File: src/common/port_strobe_pkg.sv
// Constants and types for the port-C strobe and external address block.
// Assumes a single core clock; the core side raises one-cycle access pulses.
package port_strobe_pkg;

  // ************************************************************
  // Strobe timing, in core clock cycles
  // ************************************************************
  localparam int unsigned WR_DELAY_CYC  = 2;
  localparam int unsigned RD_DELAY_CYC  = 3;
  localparam int unsigned STB_WIDTH_CYC = 2;
  localparam int unsigned SAMPLE_LEAD   = 3;

  // ************************************************************
  // Reset values
  // ************************************************************
  localparam logic [7:0]  PORT_OUT_RST  = 8'h00;
  localparam logic [15:0] ADDR_RST      = 16'h0000;

  typedef enum logic [1:0] {
    PTR_NONE,
    PTR_FIRST,
    PTR_SECOND
  } ptr_sel_t;

endpackage

File: src/port_strobe_handshake.sv
// Port-C strobe generator and external address driver.
// Assumes core access pulses are synchronous to ref_clk_i and one cycle wide;
// the port pins and strobe enable come from outside and are synchronised here.
module port_strobe_handshake
  import port_strobe_pkg::*;
#(
  parameter int unsigned DATA_W = 8,
  parameter int unsigned ADDR_W = 16
) (
  // Clock and reset
  input  wire logic              ref_clk_i,
  input  wire logic              rstn_i,
  // Core side of the third gpio port
  input  wire logic              core_port_wr_i,
  input  wire logic [DATA_W-1:0] core_port_wdata_i,
  input  wire logic              core_port_rd_i,
  output logic      [DATA_W-1:0] core_port_rdata_o,
  // Control bit from the cpu control register
  input  wire logic              port_strobe_enable_i,
  // Third gpio port pins
  input  wire logic [DATA_W-1:0] third_gpio_port_in_i,
  output logic      [DATA_W-1:0] third_gpio_port_out_o,
  output logic      [DATA_W-1:0] third_gpio_port_oe_o,
  input  wire logic [DATA_W-1:0] third_gpio_port_dir_i,
  // External strobes, active low
  output logic                   rd_strobe_n_o,
  output logic                   wr_strobe_n_o,
  // External memory access through auto pointers
  input  wire logic              ext_acc_i,
  input  wire logic              ext_acc_wr_i,
  input  wire ptr_sel_t          ext_ptr_sel_i,
  input  wire logic [ADDR_W-1:0] auto_pointer_first_i,
  input  wire logic [ADDR_W-1:0] auto_pointer_second_i,
  output logic      [ADDR_W-1:0] ext_addr_o,
  output logic                   ext_addr_oe_o,
  output logic                   ext_rd_n_o,
  output logic                   ext_wr_n_o
);

  if (DATA_W < 1 || ADDR_W < 1) begin : g_bad_width
    $error("port_strobe_handshake: widths must be positive");
  end

  // Read data is latched at the read itself, so the lead must match the read delay
  if (SAMPLE_LEAD != RD_DELAY_CYC) begin : g_bad_lead
    $error("port_strobe_handshake: sample lead must equal the read strobe delay");
  end

  // ************************************************************
  // Input synchronisers
  // ************************************************************
  logic [DATA_W-1:0] pin_s1_r;
  logic [DATA_W-1:0] pin_s2_r;
  logic              en_s1_r;
  logic              en_s2_r;

  always_ff @(posedge ref_clk_i or negedge rstn_i) begin
    if (!rstn_i) begin
      pin_s1_r <= '0;
      pin_s2_r <= '0;
      en_s1_r  <= 1'b0;
      en_s2_r  <= 1'b0;
    end else begin
      pin_s1_r <= third_gpio_port_in_i;
      pin_s2_r <= pin_s1_r;
      en_s1_r  <= port_strobe_enable_i;
      en_s2_r  <= en_s1_r;
    end
  end

  // ************************************************************
  // Port data path
  // ************************************************************
  logic [DATA_W-1:0] out_r;
  logic [DATA_W-1:0] out_nxt;
  logic [DATA_W-1:0] rdata_r;
  logic [DATA_W-1:0] rdata_nxt;

  always_comb begin
    out_nxt   = out_r;
    rdata_nxt = rdata_r;
    if (core_port_wr_i) begin
      out_nxt = core_port_wdata_i;
    end
    // Latched at the read itself, three cycles before the strobe; the
    // strobe edge captures nothing so the far side may move data after it
    if (core_port_rd_i) begin
      rdata_nxt = pin_s2_r;
    end
  end

  always_ff @(posedge ref_clk_i or negedge rstn_i) begin
    if (!rstn_i) begin
      out_r   <= DATA_W'(PORT_OUT_RST);
      rdata_r <= '0;
    end else begin
      out_r   <= out_nxt;
      rdata_r <= rdata_nxt;
    end
  end

  assign third_gpio_port_out_o = out_r;
  assign third_gpio_port_oe_o  = third_gpio_port_dir_i;
  assign core_port_rdata_o     = rdata_r;

  // ************************************************************
  // Port strobes
  // ************************************************************
  logic wr_start;
  logic rd_start;
  logic port_wr_act;
  logic port_rd_act;

  assign wr_start = core_port_wr_i && en_s2_r;
  assign rd_start = core_port_rd_i && en_s2_r;

  strobe_timer #(
    .DELAY (WR_DELAY_CYC),
    .WIDTH (STB_WIDTH_CYC)
  ) u_wr_timer (
    .ref_clk_i (ref_clk_i),
    .rstn_i    (rstn_i),
    .start_i   (wr_start),
    .active_o  (port_wr_act),
    .busy_o    ()
  );

  strobe_timer #(
    .DELAY (RD_DELAY_CYC),
    .WIDTH (STB_WIDTH_CYC)
  ) u_rd_timer (
    .ref_clk_i (ref_clk_i),
    .rstn_i    (rstn_i),
    .start_i   (rd_start),
    .active_o  (port_rd_act),
    .busy_o    ()
  );

  // ************************************************************
  // External memory address
  // ************************************************************
  logic [ADDR_W-1:0] addr_r;
  logic [ADDR_W-1:0] addr_nxt;
  logic              aoe_r;
  logic              aoe_nxt;
  logic              mrd_r;
  logic              mrd_nxt;
  logic              mwr_r;
  logic              mwr_nxt;

  // ext_acc_i is high for the whole (stretched) access cycle
  always_comb begin
    addr_nxt = addr_r;
    aoe_nxt  = 1'b0;
    mrd_nxt  = ext_acc_i && !ext_acc_wr_i;
    mwr_nxt  = ext_acc_i && ext_acc_wr_i;
    if (ext_acc_i) begin
      case (ext_ptr_sel_i)
        PTR_FIRST: begin
          addr_nxt = auto_pointer_first_i;
          aoe_nxt  = mrd_nxt || mwr_nxt;
        end
        PTR_SECOND: begin
          addr_nxt = auto_pointer_second_i;
          aoe_nxt  = 1'b1;
        end
        default: begin
          aoe_nxt = 1'b0;
        end
      endcase
    end
  end

  always_ff @(posedge ref_clk_i or negedge rstn_i) begin
    if (!rstn_i) begin
      addr_r <= ADDR_W'(ADDR_RST);
      aoe_r  <= 1'b0;
      mrd_r  <= 1'b0;
      mwr_r  <= 1'b0;
    end else begin
      addr_r <= addr_nxt;
      aoe_r  <= aoe_nxt;
      mrd_r  <= mrd_nxt;
      mwr_r  <= mwr_nxt;
    end
  end

  assign ext_addr_o    = addr_r;
  assign ext_addr_oe_o = aoe_r;
  assign ext_rd_n_o    = ~mrd_r;
  assign ext_wr_n_o    = ~mwr_r;

  // Shared pins: a port strobe and a memory strobe both pull low
  assign rd_strobe_n_o = ~(port_rd_act || mrd_r);
  assign wr_strobe_n_o = ~(port_wr_act || mwr_r);

endmodule

File: src/strobe_timer.sv
// One strobe generator: delay then a fixed-width active pulse.
// Assumes a one-cycle start pulse from logic on the same clock.
module strobe_timer
  import port_strobe_pkg::*;
#(
  parameter int unsigned DELAY = 2,
  parameter int unsigned WIDTH = 2
) (
  // Clock and reset
  input  wire logic ref_clk_i,
  input  wire logic rstn_i,
  // Control
  input  wire logic start_i,
  output logic      active_o,
  output logic      busy_o
);

  localparam int unsigned TOTAL = DELAY + WIDTH;
  localparam int unsigned CW    = $clog2(TOTAL + 1);

  if (WIDTH < 1 || DELAY < 1) begin : g_bad_timing
    $error("strobe_timer: DELAY and WIDTH must be at least one");
  end

  logic [CW-1:0] cnt_r;
  logic [CW-1:0] cnt_nxt;
  logic          act_r;
  logic          act_nxt;

  // A new start while running restarts the sequence; the core cannot
  // issue port accesses that close together in practice.
  always_comb begin
    cnt_nxt = cnt_r;
    if (start_i) begin
      cnt_nxt = CW'(TOTAL);
    end else if (cnt_r != '0) begin
      cnt_nxt = cnt_r - CW'(1);
    end
    // Active during the last WIDTH counts
    act_nxt = (cnt_nxt != '0) && (cnt_nxt <= CW'(WIDTH));
  end

  always_ff @(posedge ref_clk_i or negedge rstn_i) begin
    if (!rstn_i) begin
      cnt_r <= '0;
      act_r <= 1'b0;
    end else begin
      cnt_r <= cnt_nxt;
      act_r <= act_nxt;
    end
  end

  assign active_o = act_r;
  assign busy_o   = (cnt_r != '0);

endmodule

File: config.mk
export PLATFORM = sky130hd
export DESIGN_NAME = port_strobe_handshake
export DESIGN_NICKNAME = d
export VERILOG_FILES = /design/src/common/port_strobe_pkg.sv /design/src/port_strobe_handshake.sv /design/src/strobe_timer.sv
export SDC_FILE = /design/constraint.sdc
export NUM_CORES = 1
export LEC_CHECK = 0
export ABC_AREA = 1
export BUFFER_PORTS_ARGS = -buffer_cell sky130_fd_sc_hd__buf_2
export CAP_MARGIN = 15
export CORE_ASPECT_RATIO = 0.5
export CORE_MARGIN = 2
export CORE_UTILIZATION = 47
export DETAILED_ROUTE_END_ITERATION = 7
export PLACE_DENSITY_LB_ADDON = 0.12
export SKIP_LAST_GASP = 1
export SLEW_MARGIN = 20
export SYNTH_ARGS = -nofsm -noshare
export SYNTH_HDL_FRONTEND = slang
export SYNTH_HIERARCHICAL = 1
export SYNTH_SLANG_ARGS = --single-unit
File: constraint.sdc
create_clock -name ref_clk_i -period 1.6 [get_ports ref_clk_i]
set_input_delay 0 -clock ref_clk_i [delete_from_list [all_inputs] [get_ports ref_clk_i]]
set_output_delay 0 -clock ref_clk_i [all_outputs]
set_load 0.1 [all_outputs]
==> impl_metrics.csv <==
group,metric,value,unit
synth,syn_inst,293,
detailed_routing,num_vias,2248,
worst_setup_path,reg2regPathDepth,8,
worst_setup_path,regToRegSetupSlack,0.18,ns
finish,drive_gt1_share,31.0,%
synth,syn_area,2630,um^2
timing,slew-limit-headroom,67.0,%
min_path,whs_path_depth,0,
flow_run,drv_cap,0,
worst_setup_path,critPathArrivalTime,1.63,ns
finish,nFillCells,421,
clock_tree,cts_buffers,9,
finish,nNetsFinal,508,
floorplanning,coreArea,5440,um^2
pwr,p_sw,2360,uW
place,portBuffers,93,
synth,synthFlopType,"dfrtp_1",
timing,slew_violations,0,
floorplanning,die_x,110,um
synth,ys_types,21,
timing,fmax,0.706,GHz
detailed_routing,drt_iter0_markers,90,
pwr,p_sw_share,42.5,%
pwr,p_per_area,1440,nW/um^2
detailed_routing,routed_wl,5950,um
timing,post-route-min-period,1.42,ns
finish,final_cells,515,
worst_setup_path,max_stage_delay,0.39,ns
clock_tree,clk-insertion-delay-late,0.32,ns
floorplanning,start_util,48.4,%
finish,finish.instance_area,3850,um^2
pwr,leakagePower,0.00215,uW
synth,syn_nets,364,
timing,fin_skew,0.00492,ns
place,dp_hpwl,3680,um
timing,setup_viol,0,
worst_setup_path,reg2reg_from,"u_rd_timer/cnt_r[0]",
floorplanning,die_h,56.9,um
place,place_inst,446,
detailed_routing,dr.pass1.iters,4,
timing,finalCritPeriodShare,88.5,%
timing,finalHoldViolations,0,
floorplanning,num_io_pins,110,
synth,synth_edf_count,0,
synth,syn_area_per_cell,8.98,um^2
min_path,whs_endpoint,"third_gpio_port_oe_o[5]",
global_routing,grtUsageTotal,21.0,%
finish,diodes,0,
finish,area_growth,46.2,%
clock_tree,cts.clk_slew.worst_paths,0.07,ns
worst_setup_path,cp.required,1.82,ns
min_path,hp-class,"input port to output pin",
pwr,combinationalPowerShare,39.3,%
pwr,p_seq_share,34.1,%
worst_setup_path,crit_family,"simple AND/OR/NAND/NOR gates",
worst_setup_path,worstSetupPathType,"register to register",
detailed_routing,wl_per_cell,11.6,um
global_routing,grt_overflow,0,
synth,synth_warnings,6,
pwr,clkPwrFrac,26.7,%
detailed_routing,viasPerCell,4.37,
worst_setup_path,path_buf_inv,1,
worst_setup_path,worst_path_max_delay_cell,"dfrtp_1",
clock_tree,cts.path.max_buffers,2,
pwr,p_int,3200,uW
worst_setup_path,path_cells,"inv_1 -> ha_1 -> nand3_1 -> nand2_1 -> nor2_1 -> nand2_1 -> nand2_1 -> nor2_2",
clock_tree,htree_levels,3,
global_routing,antenna_found_initial,0,
synth,yosysSeqAreaShare,58.0,%
place,gp_congestion,0.723,
detailed_routing,drc,0,
pwr,irDropWorstVdd,0.000867,V
synth,synthArstFlopShare,100,%
synth,yosysTopAreaCellShare,58.0,%
timing,finalSetupTns,0,ns
run_status,status,"finished, final reports clean",
worst_setup_path,crit_path_end_kind,"register",
global_routing,grt_first_pass_wirelength,9980,um
synth,synth.area.top_cells,"dfrtp_1, nand2_1, inv_1",
worst_setup_path,worstPathMaxFanout,5,
clock_tree,tritoncts,"built",
synth,ys_ff_latch,61,
synth,synth_top_cell_by_area,"dfrtp_1",
global_routing,grt_max_degree,62,
clock_tree,root_buffer,"clkbuf_8",
clock_tree,cts_hold_buffers,53,
worst_setup_path,crit_path_frequent_cell,"nand2_1",
clock_tree,cts_resized,0,
floorplanning,fp-row-count,19,
floorplanning,dieArea,6250,um^2
clock_tree,cts.sinks,61,
worst_setup_path,start_kind,"register",
timing,rsz0062_at_grt,"no",
place,placed_area,3100,um^2
clock_tree,post_cts.repair.setup_buffers,0,
detailed_routing,ant_nets,0,
min_path,worstHoldStart,"third_gpio_port_dir_i[5]",
global_routing,first_global_vias,2282,
timing,tightest_slew,0.499,ns
worst_setup_path,crit-reg2reg-capture,"u_rd_timer/active_o",
-- layout make-up --
type                    instances  area, um^2  share of cell area, %
clock buffers                   9         124                   3.22
clock inverters                 7        98.8                   2.57
inverters                      45         179                   4.65
multi-input cells             172         807                   21.0
flip-flops and latches         61        1530                   39.6
well taps                      73        91.3                   2.37
repair buffers                148        1020                   26.6
-- through the flow --
stage,hold WS [ns],util [%],total power [uW],setup slack [ns]
3_3_place_gp,0.00118,56.9,3900,0.401
2_1_floorplan,-0.296,-,3670,0.404
5_1_grt,0.000187,70.7,5880,0.0897
6_report,0.0000323,70.7,5560,0.184
4_1_cts,0.00118,70.7,5610,0.225
3_5_place_dp,0.00118,56.9,3990,0.238
-- layout by cell type (no fill, tap or decap), types with 2 or more instances in the layout --
master | netlist | layout
a21oi_1 | 2 | 2
buf_2 | 3 | 93
bufinv_16 | 0 | 2
clkbuf_8 | 0 | 9
clkinv_4 | 1 | 3
dfrtp_1 | 61 | 61
dlygate4sd3_1 | 0 | 53
ha_1 | 6 | 6
inv_1 | 40 | 40
inv_2 | 3 | 3
inv_6 | 1 | 2
nand2_1 | 112 | 112
nand2_2 | 13 | 13
nand3_1 | 4 | 4
nand3_2 | 3 | 3
nor2_1 | 11 | 9
nor2_2 | 1 | 3
o21ai_0 | 17 | 17
-- worst max-delay path by stage --
stage                               from              endpoint  depth (start not counted)
global placement     u_rd_timer/cnt_r[0]   u_rd_timer/active_o                          8
global route         u_rd_timer/cnt_r[0]   u_rd_timer/active_o                          8
detailed placement   u_rd_timer/cnt_r[0]   u_rd_timer/active_o                          8
finish               u_rd_timer/cnt_r[0]   u_rd_timer/active_o                          8
floorplan           core_port_rdata_o[0]  core_port_rdata_o[0]                          2
CTS                  u_rd_timer/cnt_r[0]   u_rd_timer/active_o                          8
-- sequential cells by signal, indices dropped and copies added, names as in the netlist, 3 cells and up --
name,count
pin_s1_r,8
core_port_rdata_o,8
u_wr_timer/cnt_r,3
ext_addr_o,16
pin_s2_r,8
u_rd_timer/cnt_r,3
third_gpio_port_out_o,8
-- metal layers --
| metal | global-route usage (%) | vias to the layer above | share of wire (%) |
|---|---|---|---|
| met1 | 24.1 | 1029 | 40 |
| met4 | 6.69 | 0 | 1.1 |
| li1 | - | 1150 | - |
| met5 | 0 | - | 0 |
| met2 | 36.9 | 55 | 53 |
| met3 | 7.55 | 14 | 5.5 |
-- synth_stat cells, types with 2 or more instances --
| cell type | number |
|---|---|
| ha_1 | 6 |
| nor2_1 | 11 |
| nand2_1 | 112 |
| dfrtp_1 | 61 |
| o21ai_0 | 17 |
| buf_2 | 3 |
| nand3_2 | 3 |
| inv_2 | 3 |
| inv_1 | 40 |
| a21oi_1 | 2 |
| nand3_1 | 4 |
| buf_6 | 2 |
| buf_4 | 9 |
| nand2_2 | 13 |
-- logic make-up (layout without fill, tap and decap cells) --
| family | after synthesis | after routing | synth area share [%] |
|---|---|---|---|
| buffers and inverters | 60 | 209 | 11.5 |
| adder cells (fa/ha/maj) | 6 | 6 | 2.85 |
| AO/OA/AOI/OAI | 21 | 21 | 4.42 |
| AND/OR/NAND/NOR | 145 | 145 | 23.2 |
| flip-flops | 61 | 61 | 58.0 |
-- power by group through the flow --
stage | Combinational, uW | Clock (uW) | Sequential [uW]
after floorplan | 936 | 0 | 2730
after detailed placement | 2070 | 0 | 1920
after global routing | 2340 | 1620 | 1920
after CTS | 2190 | 1530 | 1890
after global placement | 1980 | 0 | 1910
final | 2180 | 1480 | 1890
No activity file was read; power rests on OpenSTA's default activity.
